### config.mk
export PLATFORM = sky130hd
export DESIGN_NAME = psh_position_select_homing
export DESIGN_NICKNAME = d
export VERILOG_FILES = /design/src/verilog/psh_pkg.sv /design/src/verilog/psh_position_select_homing.sv
export SDC_FILE = /design/constraint.sdc
export NUM_CORES = 1
export LEC_CHECK = 0
export BUFFER_PORTS_ARGS = -buffer_cell sky130_fd_sc_hd__buf_2
export CAP_MARGIN = 5
export CORE_AREA = 4 4 154 156
export DETAILED_ROUTE_END_ITERATION = 6
export DIE_AREA = 0 0 158 160
export PLACE_DENSITY_LB_ADDON = 0.25
export SLEW_MARGIN = 10
export SYNTH_ARGS = -nofsm -noshare
export SYNTH_HDL_FRONTEND = slang
export SYNTH_SLANG_ARGS = --single-unit
### constraint.sdc
create_clock -name core_clk -period 2.77 [get_ports core_clk]
set_input_delay 0.277 -clock core_clk [delete_from_list [all_inputs] [get_ports core_clk]]
set_output_delay 0.277 -clock core_clk [all_outputs]
set_load 0.05 [all_outputs]
### src/verilog/psh_pkg.sv
// Operation
// select bits form code, bit2 most significant
// no select assigned uses target zero
// accept code only after settle delay
// configuration picks homing variant and direction
// homing completion clears position counter
// without homing, power-on position is origin
// low-speed homing stops at limit assert
// high-speed homing reverses, stops at deassert
// changeover on speed, off position control
// changeover off references position at instant
// target zero at switch stops motor there
// speed mode direction follows run command
// controller holds select beyond settle delay
package psh_pkg;
  localparam int unsigned POS_W        = 32;
  localparam int unsigned SEL_W        = 3;
  localparam int unsigned SETTLE_W     = 16;
  localparam logic [SEL_W-1:0] SEL_RESET = 3'h0;
  localparam logic [POS_W-1:0] POS_ZERO  = 32'h0000_0000;
  // homing variant codes
  localparam logic [1:0] HOME_LOW  = 2'h0;
  localparam logic [1:0] HOME_HIGH = 2'h1;
  localparam logic [1:0] HOME_ALT  = 2'h2;
  // speed command codes on home_speed
  localparam logic [1:0] SPD_STOP = 2'h0;
  localparam logic [1:0] SPD_LOW  = 2'h1;
  localparam logic [1:0] SPD_HIGH = 2'h2;
  typedef enum logic [2:0] {
    PSH_IDLE  = 3'h0,
    PSH_RUN   = 3'h1,
    PSH_DECEL = 3'h2,
    PSH_REV   = 3'h3,
    PSH_FINAL = 3'h4
  } psh_home_state_t;
endpackage

### src/verilog/psh_position_select_homing.sv
module psh_position_select_homing (
  // clock and reset
  input  wire logic                 core_clk,
  input  wire logic                 nrst,
  // select terminals and assignment
  input  wire logic                 pos_select_bit0,
  input  wire logic                 pos_select_bit1,
  input  wire logic                 pos_select_bit2,
  input  wire logic                 select_assigned,
  input  wire logic [15:0]          settle_cycles,
  input  wire logic [8*32-1:0]      stored_target_positions,
  // homing control
  input  wire logic                 origin_limit_in,
  input  wire logic                 home_start,
  input  wire logic [1:0]           homing_variant_setting,
  input  wire logic                 homing_direction_setting,
  input  wire logic                 decel_done,
  input  wire logic                 final_pos_done,
  // motion feedback and changeover
  input  wire logic                 speed_position_changeover,
  input  wire logic                 run_dir_cmd,
  input  wire logic                 pos_step,
  input  wire logic                 pos_step_dir,
  // outputs
  output logic [31:0]               target_position,
  output logic [2:0]                active_select,
  output logic [31:0]               position_count,
  output logic                      position_mode,
  output logic                      hold_here,
  output logic                      homing_busy,
  output logic                      homing_done,
  output logic                      home_dir,
  output logic [1:0]                home_speed,
  output logic                      final_positioning,
  output logic                      motor_dir
);
  // two-flop synchronisers for terminal pins
  logic [4:0] sync1;
  logic [4:0] sync2;
  always_ff @(posedge core_clk or negedge nrst) begin
    if (!nrst) begin
      sync1 <= 5'h00;
      sync2 <= 5'h00;
    end else begin
      sync1 <= {speed_position_changeover, origin_limit_in, pos_select_bit2, pos_select_bit1, pos_select_bit0};
      sync2 <= sync1;
    end
  end

  logic [2:0] sel_raw;
  logic       limit_s;
  logic       spd_s;
  assign sel_raw = sync2[2:0]; // bit2 is msb
  assign limit_s = sync2[3];
  assign spd_s   = sync2[4];

  function automatic logic [31:0] pick_pos(input logic [8*32-1:0] tbl, input logic [2:0] idx);
    pick_pos = tbl[idx*32 +: 32];
  endfunction

  // settle filter: code must stay unchanged for settle_cycles
  logic [2:0]  sel_seen;
  logic [15:0] settle_cnt;
  logic [2:0]  sel_code;
  always_ff @(posedge core_clk or negedge nrst) begin
    if (!nrst) begin
      sel_seen   <= psh_pkg::SEL_RESET;
      settle_cnt <= 16'h0000;
      sel_code   <= psh_pkg::SEL_RESET;
    end else if (sel_raw != sel_seen) begin
      sel_seen   <= sel_raw; // fluctuation restarts the wait
      settle_cnt <= 16'h0000;
    end else if (settle_cnt >= settle_cycles) begin
      sel_code   <= sel_seen; // stable long enough
    end else begin
      settle_cnt <= settle_cnt + 16'h0001;
    end
  end

  // unassigned selects force code zero
  logic [2:0] eff_code;
  assign eff_code = select_assigned ? sel_code : 3'h0;
  always_ff @(posedge core_clk or negedge nrst) begin
    if (!nrst) begin
      active_select   <= psh_pkg::SEL_RESET;
      target_position <= psh_pkg::POS_ZERO;
    end else begin
      active_select   <= eff_code;
      target_position <= pick_pos(stored_target_positions, eff_code);
    end
  end

  // homing sequencer
  psh_pkg::psh_home_state_t st;
  logic                     hvar;
  always_ff @(posedge core_clk or negedge nrst) begin
    if (!nrst) begin
      st          <= psh_pkg::PSH_IDLE;
      hvar        <= 1'b0;
      home_dir    <= 1'b0;
      homing_done <= 1'b0;
    end else begin
      homing_done <= 1'b0;
      case (st)
        psh_pkg::PSH_IDLE: begin
          if (home_start) begin
            hvar     <= (homing_variant_setting == psh_pkg::HOME_HIGH);
            home_dir <= homing_direction_setting;
            st       <= psh_pkg::PSH_RUN;
          end
        end
        psh_pkg::PSH_RUN: begin
          if (limit_s) begin
            st <= hvar ? psh_pkg::PSH_DECEL : psh_pkg::PSH_FINAL;
          end
        end
        psh_pkg::PSH_DECEL: begin
          if (decel_done) begin
            home_dir <= ~home_dir; // reverse at low speed
            st       <= psh_pkg::PSH_REV;
          end
        end
        psh_pkg::PSH_REV: begin
          if (!limit_s) begin
            st <= psh_pkg::PSH_FINAL;
          end
        end
        psh_pkg::PSH_FINAL: begin
          if (final_pos_done) begin
            homing_done <= 1'b1;
            st          <= psh_pkg::PSH_IDLE;
          end
        end
        default: st <= psh_pkg::PSH_IDLE;
      endcase
    end
  end

  // speed request and status per state
  always_ff @(posedge core_clk or negedge nrst) begin
    if (!nrst) begin
      home_speed        <= psh_pkg::SPD_STOP;
      homing_busy       <= 1'b0;
      final_positioning <= 1'b0;
    end else begin
      homing_busy       <= (st != psh_pkg::PSH_IDLE);
      final_positioning <= (st == psh_pkg::PSH_FINAL);
      case (st)
        psh_pkg::PSH_RUN:  home_speed <= hvar ? psh_pkg::SPD_HIGH : psh_pkg::SPD_LOW;
        psh_pkg::PSH_REV:  home_speed <= psh_pkg::SPD_LOW;
        default:           home_speed <= psh_pkg::SPD_STOP;
      endcase
    end
  end

  // position counter: zero at reset is the power-on origin
  logic spd_d;
  always_ff @(posedge core_clk or negedge nrst) begin
    if (!nrst) begin
      position_count <= psh_pkg::POS_ZERO; // power-on position as origin
      spd_d          <= 1'b0;
    end else begin
      spd_d <= spd_s;
      if (homing_done) begin
        position_count <= psh_pkg::POS_ZERO;
      end else if (spd_s) begin
        position_count <= psh_pkg::POS_ZERO; // count forced to zero every cycle while speed mode
      end else if (pos_step) begin
        position_count <= pos_step_dir ? position_count - 32'h1 : position_count + 32'h1;
      end
    end
  end

  // mode and direction; hold flag when switching with target zero
  always_ff @(posedge core_clk or negedge nrst) begin
    if (!nrst) begin
      position_mode <= 1'b1;
      hold_here     <= 1'b0;
      motor_dir     <= 1'b0;
    end else begin
      position_mode <= ~spd_s;
      if (spd_s) begin
        hold_here <= 1'b0;
      end else if (spd_d && (target_position == psh_pkg::POS_ZERO)) begin
        hold_here <= 1'b1; // stop at switch point
      end
      if (homing_busy) begin
        motor_dir <= home_dir;
      end else if (spd_s) begin
        motor_dir <= run_dir_cmd;
      end else begin
        motor_dir <= target_position[31] ^ position_count[31] ? target_position[31] : 1'b0;
      end
    end
  end
endmodule

After elaboration in Yosys (flattened, before gate mapping)
Index checks and enable logic that the tools add are counted.

word-level totals
  memories = 0
  bits in writable memories = 0
  latch bits = 0
  ROM bits = 0
  output and inout bits = 76
  input bits = 289
  logic and storage cells = 77
  flip-flop bits (word level) = 113

cells by class
  reductions and logical operators = 11
  multiplexer cells = 26
  equality and inequality tests = 12
  bitwise operators = 4
  shift-type cells = 1
  divide/modulo/power cells = 0
  order comparisons = 1
  add/subtract/negate cells = 3
  $mul = 0

operators by type and width
  operator               count
  $shiftx 256x9->32      1
  $mux 32                4
  $add 32x1->32 const B  1
  $logic_not 32->1       1
  $mux 16                2
  $sub 32x1->32 const B  1
  $mux 3                 7
  $add 16x1->16 const B  1
  $ge 16x16->1           1
  $pmux 3 s5             1
  $ne 2x2->1 const B     6
  $mux 1                 9
  $eq 3x2->1 const B     2
  $reduce_bool 3->1      2
  $reduce_and 5->1       1
  $pmux 2 s2             1
  $reduce_and 2->1       2
  $reduce_bool 2->1      2
  $eq 3x1->1 const B     1
  $eq 3x3->1 const B     1
  $logic_not 3->1        1
  $ne 3x3->1             1
  $not 1->1              3
  $reduce_and 3->1       1
  other kinds (5)        5

Logic depth before layout (Yosys ltp)
Gate-level depths: netlist of the first run.

  word-level depth = 5
  gate-level depth with buffers = 11
  depth with buffers taken out = 10

Worst setup path before layout of the first run
OpenSTA, ideal clock, no wires.

  path type = register -> register
  start point = register position_count[0]
  end point = register position_count[26]
  data required time = 2650 ps
  stages on the path, launching flop included = 11
  period minus slack after synthesis = 2765 ps
  buffers on the path = 0
  arrival = 2646 ps
  path slack = 5 ps
  setup time = 120 ps
  cells stage by stage = dfrtp_1 inv_1 fa_1 nor2b_1 o2111ai_1 a21o_1 and2_1 o311ai_1 and3_1 nor3_1 a31o_1

between the ends
  longest elaborated chain between the ends = 5
  elaborated cells on any way between the ends = 6
  those cells by class = add/sub: 2; mux: 4

RTL lines
  item                                                   RTL line                           text
  start, declared                                        psh_position_select_homing.sv:27   output logic [31:0] position_count,
  start signal, assigned                                 psh_position_select_homing.sv:160  position_count <= psh_pkg::POS_ZERO;
  start signal, assigned                                 psh_position_select_homing.sv:165  position_count <= psh_pkg::POS_ZERO;
  start signal, assigned                                 psh_position_select_homing.sv:167  position_count <= psh_pkg::POS_ZERO;
  $add 32x1->32 / $sub 32x1->32 (equally long branches)  psh_position_select_homing.sv:169  position_count <= pos_step_dir ? position_count - 32'h1 : position_count + 32'h1;
  $mux 32 (*)                                            psh_position_select_homing.sv:169
  $mux 32 (*)                                            psh_position_select_homing.sv:168  end else if (pos_step) begin
  $mux 32 (*)                                            psh_position_select_homing.sv:166  end else if (spd_s) begin
  $mux 32 (*)                                            psh_position_select_homing.sv:164  if (homing_done) begin

Mark *: on every way between the ends. The rest lies on a longest branch, timed or not. The select of a mux whose other input is x is not followed.
A chain may end at the register's enable or synchronous reset.

Final worst setup path of the first run
  start point = register position_count[1]
  end point = register position_count[26]

The elaborated chain is that of the path after synthesis.

==> impl_results.md, run 1 <==
* Status: complete, no violations
* DR vias/cell at 5.41
* Critical path launch point type: flop
* Setup slack on the worst flop-to-flop path at 160 ps
* Clock transition at path regs at 60 ps
* GPL Wtd Cong at 0.945
* M3 GR Usage at 6.45%
* Syn_nets at 1202
* R2r startpoint: position_count[1]
* Cell area power density at 606 nW/um^2
* Initial DRC Count at 442
* Final setup margin at 156 ps
* Finish-stage setup viols at 0
* Most Used Layer, Global Route: met2
* Cells on worst reg2reg path at 11
* Antenna violations before repair at 16
* Share of post-route cells with drive strength above 1 at 41.4%
* CTS H-tree lvls at 4
* Die Width at 158 um
* First-pass GRT wire length at 48900 um
* Slew Limit Fails at 0
* Port Buf Inserts at 364
* Element type at the critical path end: flop
* Worst-Skew Late Latency at 410 ps
* Clk_skew at 12.7 ps
* CP required at 3070 ps
* Async set-reset flop share out of synthesis at 100%
* Worst-margin pin slew at 659 ps
* CTS Root Cell: clkbuf_16
* CP max FO at 4
* Hold Path Class: input port to flop
* Num rows at 55
* P_leak at 5.72 nW
* Number of flops mapped to enable cells by yosys at 0
* Total power at 6.93 mW
* Post-synth top area cell: dfrtp_1
* DP HPWL at 26800 um
* TritonRoute pass-1 iters at 5
* Fin. Hold Viols at 0
* Non-Filler Instances at 1554
* Starting Density at 37.6%
* Area post-placement at 10800 um^2
* Area Overhead vs Synth at 36.0%
* Largest net degree at the start of global routing at 57
* Top cells by area, synth: dfrtp_1, mux4_2, ha_1
* YS warnings at 0
* Vias in the first global route at 8536
* Post-route cell area at 11400 um^2
* Via count at 8408
* # placed instances at 1509
* Tmin final at 2610 ps
* Gr ovfl total at 0
* Die Y at 160 um
* Cell area after synthesis at 8400 um^2
* Met2 GRT Util at 41.4%
* Crit-path cells: inv_1, fa_1, nor2b_1, o2111ai_1, a21o_1, and2_1, o311ai_1, buf_4, and3_1, nor3_1, a31o_1
* Critical Path Source: position_count[1]
* CP max-delay cell: dfrtp_1
* Routed Antenna Nets at 0
* Core Area at 22400 um^2
* Most common cell after layout, fill and taps aside: buf_2
* Commonest cells after routing, fill and taps aside: buf_2, nand2_1, dfrtp_1
* Fmax at 0.383 GHz
* WS Path Type: flop to flop
* TritonCTS sink count at 113
* Place WS at -44.4 ps
* Slowest stage delay, CP at 420 ps
* Slew HR at 56.0%
* Cells after synthesis at 865
* Setup TNS at 0 ps
* Clock Path Buffers at 2
* Yosys top cell area share at 33.4%
* IO Count at 365
* Sequential area share after synthesis at 33.7%
* DRC viols at 0
* RSZ-0062 raised after global routing: true
* WL final at 32400 um
* Layout Nets at 1587
* Fillcell total at 2147
* Total global-route track usage at 25.6%
* Worst r2r dst: position_count[26]
* Maxcap violations at 0
* Average size of a mapped cell at 9.71 um^2
* Worst Setup EP: position_count[26]
* Number of synthesized register bits at 113
* VDD IR max at 0.000300 V
* CTS buffer count at 17
* Unique masters post-synth at 67
* Critical path data arrival time at 2910 ps
* Crit share post-route at 94.4%
* DR WL/cell at 20.8 um
* Die area at 25300 um^2
* Main synth FF type: dfrtp_1
* TritonCTS clock tree: yes
* Grt met1 use at 33.0%
## critical path, delay by kind of cell, from the launching register on
family                   cells  cell delay (ps)
adder cells (fa/ha/maj)      1              390
buffers and inverters        2              250
flip-flops                   1              420
AND/OR/NAND/NOR              4              540
AO/OA/AOI/OAI                4              880
## state kept, by name (all words and copies together), names as in the netlist, 2 cells and up
name,cells
active_select,3
home_speed,2
position_count,32
sel_code,3
sel_seen,3
settle_cnt,16
st,3
sync1,5
sync2,5
target_position,32
## where the power goes
part	total (mW)	switching [mW]	internal (mW)
sequential	2.05	0.201	1.85
clock	2.13	0.811	1.32
combinational	2.74	1.70	1.04
## cells in the mapped netlist, types with 4 or more instances
cell type	number
buf_1	7
a21oi_1	57
and2_0	30
o211ai_1	9
xnor2_1	16
nor4_1	10
clkbuf_1	42
o22ai_1	4
o21ai_0	23
nor3_1	5
nor2b_1	7
dfrtp_1	112
nand2_1	143
xor2_1	11
buf_2	4
or4_1	7
o21bai_1	6
ha_1	47
mux2i_1	14
inv_1	29
or3_1	10
and4_1	7
nand3_1	19
nand3b_1	4
and3_1	10
a211oi_1	6
mux4_2	64
nor2_1	54
nand2b_1	7
o21a_1	7
o21ai_1	4
o31ai_1	9
a21o_1	20
a31oi_1	4
and2_1	5
nand4_1	13
## layout make-up
cell class                 count  area [um^2]  share of cell area [%]
inverter                      29          109                   0.952
tap                          285          357                    3.12
clock buffer                  19          433                    3.79
multi-input combinational    669         5250                    45.9
timing repair buffer         420         2300                    20.1
sequential                   113         2830                    24.8
antenna                        6         15.0                   0.131
clock inverter                13          139                    1.22
## per-stage QoR
| stage | util, % | hold slack, ps |
|---|---|---|
| after global placement | 48.2 | 329 |
| after CTS | 51.0 | 64.1 |
| after floorplan | - | -18.6 |
| final | 51.1 | 89.8 |
| after detailed placement | 48.2 | 329 |
| after global routing | 51.1 | 78.7 |
## worst min-delay path by stage
stage,startpoint,to,slack (ps),depth (start not counted)
2_1_floorplan,nrst,active_select[0],-20,0
3_3_place_gp,nrst,position_count[19],330,1
3_5_place_dp,nrst,position_count[19],330,1
4_1_cts,final_pos_done,st[2],60,2
5_1_grt,final_pos_done,st[2],80,2
6_report,final_pos_done,st[2],90,2
## routing by layer
layer  part of all wire [%]  up-vias
li1                       -     3978
met1                     40     4025
met2                     49      345
met3                    7.6       52
met4                    3.2        8
met5                   0.13        -
## what timing repair did
action	in CTS	in global routing
setup buffers	0	1
setup endpoints to repair	0	10
gates resized for setup	0	1
hold buffers	6	0
endpoints found under the hold margin	49	0
## cell families (layout without fill, tap and decap cells)
group           after synthesis  after routing  synth area share (%)
mux                          81             81                  19.2
compound gates              174            174                  13.6
simple gates                339            339                  19.5
flops                       113            113                  33.7
fa+ha+maj                    48             48                  7.24
xor+xnor                     27             27                  2.81
other cells                   0              6                     0
buf+inv                      83            481                  3.86
(Power assumes the default switching activity.)
==> run 2: changes to the inputs <==
--- a/config.mk
+++ b/config.mk
@@ -7,9 +7,9 @@
 export LEC_CHECK = 0
 export BUFFER_PORTS_ARGS = -buffer_cell sky130_fd_sc_hd__buf_2
 export CAP_MARGIN = 5
-export CORE_AREA = 4 4 154 156
+export CORE_AREA = 4 4 142 144
 export DETAILED_ROUTE_END_ITERATION = 6
-export DIE_AREA = 0 0 158 160
+export DIE_AREA = 0 0 146 148
 export PLACE_DENSITY_LB_ADDON = 0.25
 export SLEW_MARGIN = 10
 export SYNTH_ARGS = -nofsm -noshare
==> run 2 against run 1 <==
  * Cell count decreased by 3.4%
  * Largest power group unchanged
  * Combinational power about the same
  * Flip-flop and latch count unchanged
  * Critical path depth decreased by 2
  * Power increased by 1.5%
  * Design area decreased by 0.21%
  * First-iteration DRC count increased by 28%
  * Worst setup slack got worse by 19 ps
  * Register-to-register slack got worse by 20 ps
  * Via count increased by 1.4%
  * Maximum frequency decreased by 0.73%
==> impl_results.md, run 2 (same netlist as run 1, synthesis figures left out) <==
* Util after Layout at 61.0% (was 51.1%)
* WS Path Type: flop to flop (unchanged)
* Die Width at 146 um (was 158 um)
* Maxcap violations at 0 (unchanged)
* CP max FO at 4 (unchanged)
* DR WL/cell at 20.9 um (was 20.8 um)
* Slew HR at 56.5% (was 56.0%)
* Slowest stage delay, CP at 430 ps (was 420 ps)
* TritonCTS sink count at 113 (unchanged)
* Total global-route track usage at 28.6% (was 25.6%)
* Critical Path Source: position_count[2] (was position_count[1])
* Initial DRC Count at 566 (was 442)
* Slew Limit Fails at 0 (unchanged)
* Die area at 21600 um^2 (was 25300 um^2)
* Layout Nets at 1584 (was 1587)
* Worst-Skew Late Latency at 420 ps (was 410 ps)
* R2r startpoint: position_count[2] (was position_count[1])
* Starting Density at 44.9% (was 37.6%)
* Most common cell after layout, fill and taps aside: buf_2 (unchanged)
* Top flop regs: position_count x32, target_position x32, settle_cnt x16 (unchanged)
* Die Y at 148 um (was 160 um)
* Clk_skew at 12.6 ps (was 12.7 ps)
* DRC viols at 0 (unchanged)
* First-pass GRT wire length at 47400 um (was 48900 um)
* Element type at the critical path end: flop (unchanged)
* Clock transition at path regs at 60 ps (about the same)
* Num rows at 50 (was 55)
* Clock Path Buffers at 2 (unchanged)
* Status: complete, no violations (unchanged)
* DR vias/cell at 5.68 (was 5.41)
* Antenna violations before repair at 13 (was 16)
* Non-Filler Instances at 1501 (was 1554)
* IO Count at 365 (unchanged)
* WL final at 31400 um (was 32400 um)
* Commonest cells after routing, fill and taps aside: buf_2, nand2_1, dfrtp_1 (unchanged)
* GPL Wtd Cong at 0.936 (was 0.945)
* Finish-stage setup viols at 0 (unchanged)
* CTS H-tree lvls at 4 (unchanged)
* Critical path launch point type: flop (unchanged)
* Via count at 8527 (was 8408)
* VDD IR max at 0.000406 V (was 0.000300 V)
* Gr ovfl total at 0 (unchanged)
* Crit share post-route at 95.1% (was 94.4%)
* CP max-delay cell: dfrtp_1 (unchanged)
* CTS Root Cell: clkbuf_16 (unchanged)
* Vias in the first global route at 8332 (was 8536)
* Hold Path Class: input port to flop (unchanged)
* TritonRoute pass-1 iters at 5 (unchanged)
* TritonCTS clock tree: yes (unchanged)
* Port Buf Inserts at 364 (unchanged)
* Area Overhead vs Synth at 35.8% (was 36.0%)
* Tmin final at 2630 ps (was 2610 ps)
* Core Area at 18700 um^2 (was 22400 um^2)
* Fin. Hold Viols at 0 (unchanged)
* Worst-margin pin slew at 653 ps (was 659 ps)
* Critical path data arrival time at 2920 ps (was 2910 ps)
* Cell area power density at 617 nW/um^2 (was 606 nW/um^2)
* Fmax at 0.380 GHz (was 0.383 GHz)
* Largest net degree at the start of global routing at 56 (was 57)
* P_leak at 5.74 nW (was 5.72 nW)
* CTS buffer count at 17 (unchanged)
* # placed instances at 1450 (was 1509)
* Share of post-route cells with drive strength above 1 at 41.5% (was 41.4%)
* Routed Antenna Nets at 0 (unchanged)
* Crit-path cells: ha_1, o211ai_1, o21bai_1, a31oi_1, o21a_1, o31ai_2, a21oi_1, and4_1, a311o_1 (was inv_1, fa_1, nor2b_1, o2111ai_1, a21o_1, and2_1, o311ai_1, buf_4, and3_1, nor3_1, a31o_1)
* DP HPWL at 25700 um (was 26800 um)
* CP required at 3060 ps (was 3070 ps)
* HP Start: final_pos_done (unchanged)
## run 2: cell count changes in the layout (fill, tap and decap cells not counted), moves of 2 or more
cell,change
inv_6,+3
clkinvlp_4,-4
clkinv_4,+2
buf_4,-3
clkbuf_1,-2
## run 2: stage by stage
step | worst slack [ps] | hold slack [ps] | TNS, ps | total power, mW | cell area [um^2]
global route | -4.94 | 97.2 | -6.67 | 7.42 | 11400
CTS | 43.1 | 2.78 | 0 | 7.06 | 11300
global placement | 88.5 | 274 | 0 | 4.75 | 10700
detailed placement | 12.5 | 273 | 0 | 4.77 | 10700
floorplan | 4.68 | -18.6 | 0 | 3.87 | 8400
finish | 137 | 101 | 0 | 7.04 | 11400
## run 2: area by class of cell
cell class / instances / area [um^2]
fillers: 1649 / 7300
multi-input cells: 669 / 5270
flip-flops and latches: 113 / 2830
repair buffers: 417 / 2270
clock buffers: 17 / 425
well taps: 234 / 293
clock inverters: 15 / 183
inverters: 29 / 109
diodes: 7 / 17.5
## run 2: path summary, 6_finish.rpt
path,endpoint,slack [ps],depth (start not counted)
min in group asynchronous,position_count[9],370,2
setup reg to reg,position_count[21],140,9
hold / removal,st[2],100,2
max in group asynchronous,sel_code[2],1650,3
setup / recovery,position_count[21],140,9
hold reg to reg,sync2[0],350,0
## run 2: worst max-delay path, delay by kind of cell, from the launching register on
| kind | cells | cell delay (ps) |
|---|---|---|
| AOI/OAI and AO/OA | 7 | 1500 |
| DFF | 1 | 430 |
| adders and majority gates | 1 | 360 |
| and+or+nand+nor | 1 | 220 |
## run 2: report_power, final
group          switching, mW  internal [mW]
Sequential             0.210           1.85
Clock                  0.829           1.42
Combinational           1.69           1.03
Total                   2.73           4.31
## run 2: timing repair
item,4_1_cts,5_1_grt
gates resized for setup,0,3
hold buffers,5,1
hold endpoints to repair,36,1
setup buffers,0,6
setup endpoints to repair,0,12
## run 2: routing by layer
layer	wire length [um]	vias up	global-route usage (%)	share of wire, %
li1	-	3971	-	-
met4	447	10	7.38	1.4
met1	12700	4093	38.6	40
met5	64	-	0	0.20
met2	14700	412	44.8	47
met3	3590	41	9.60	11
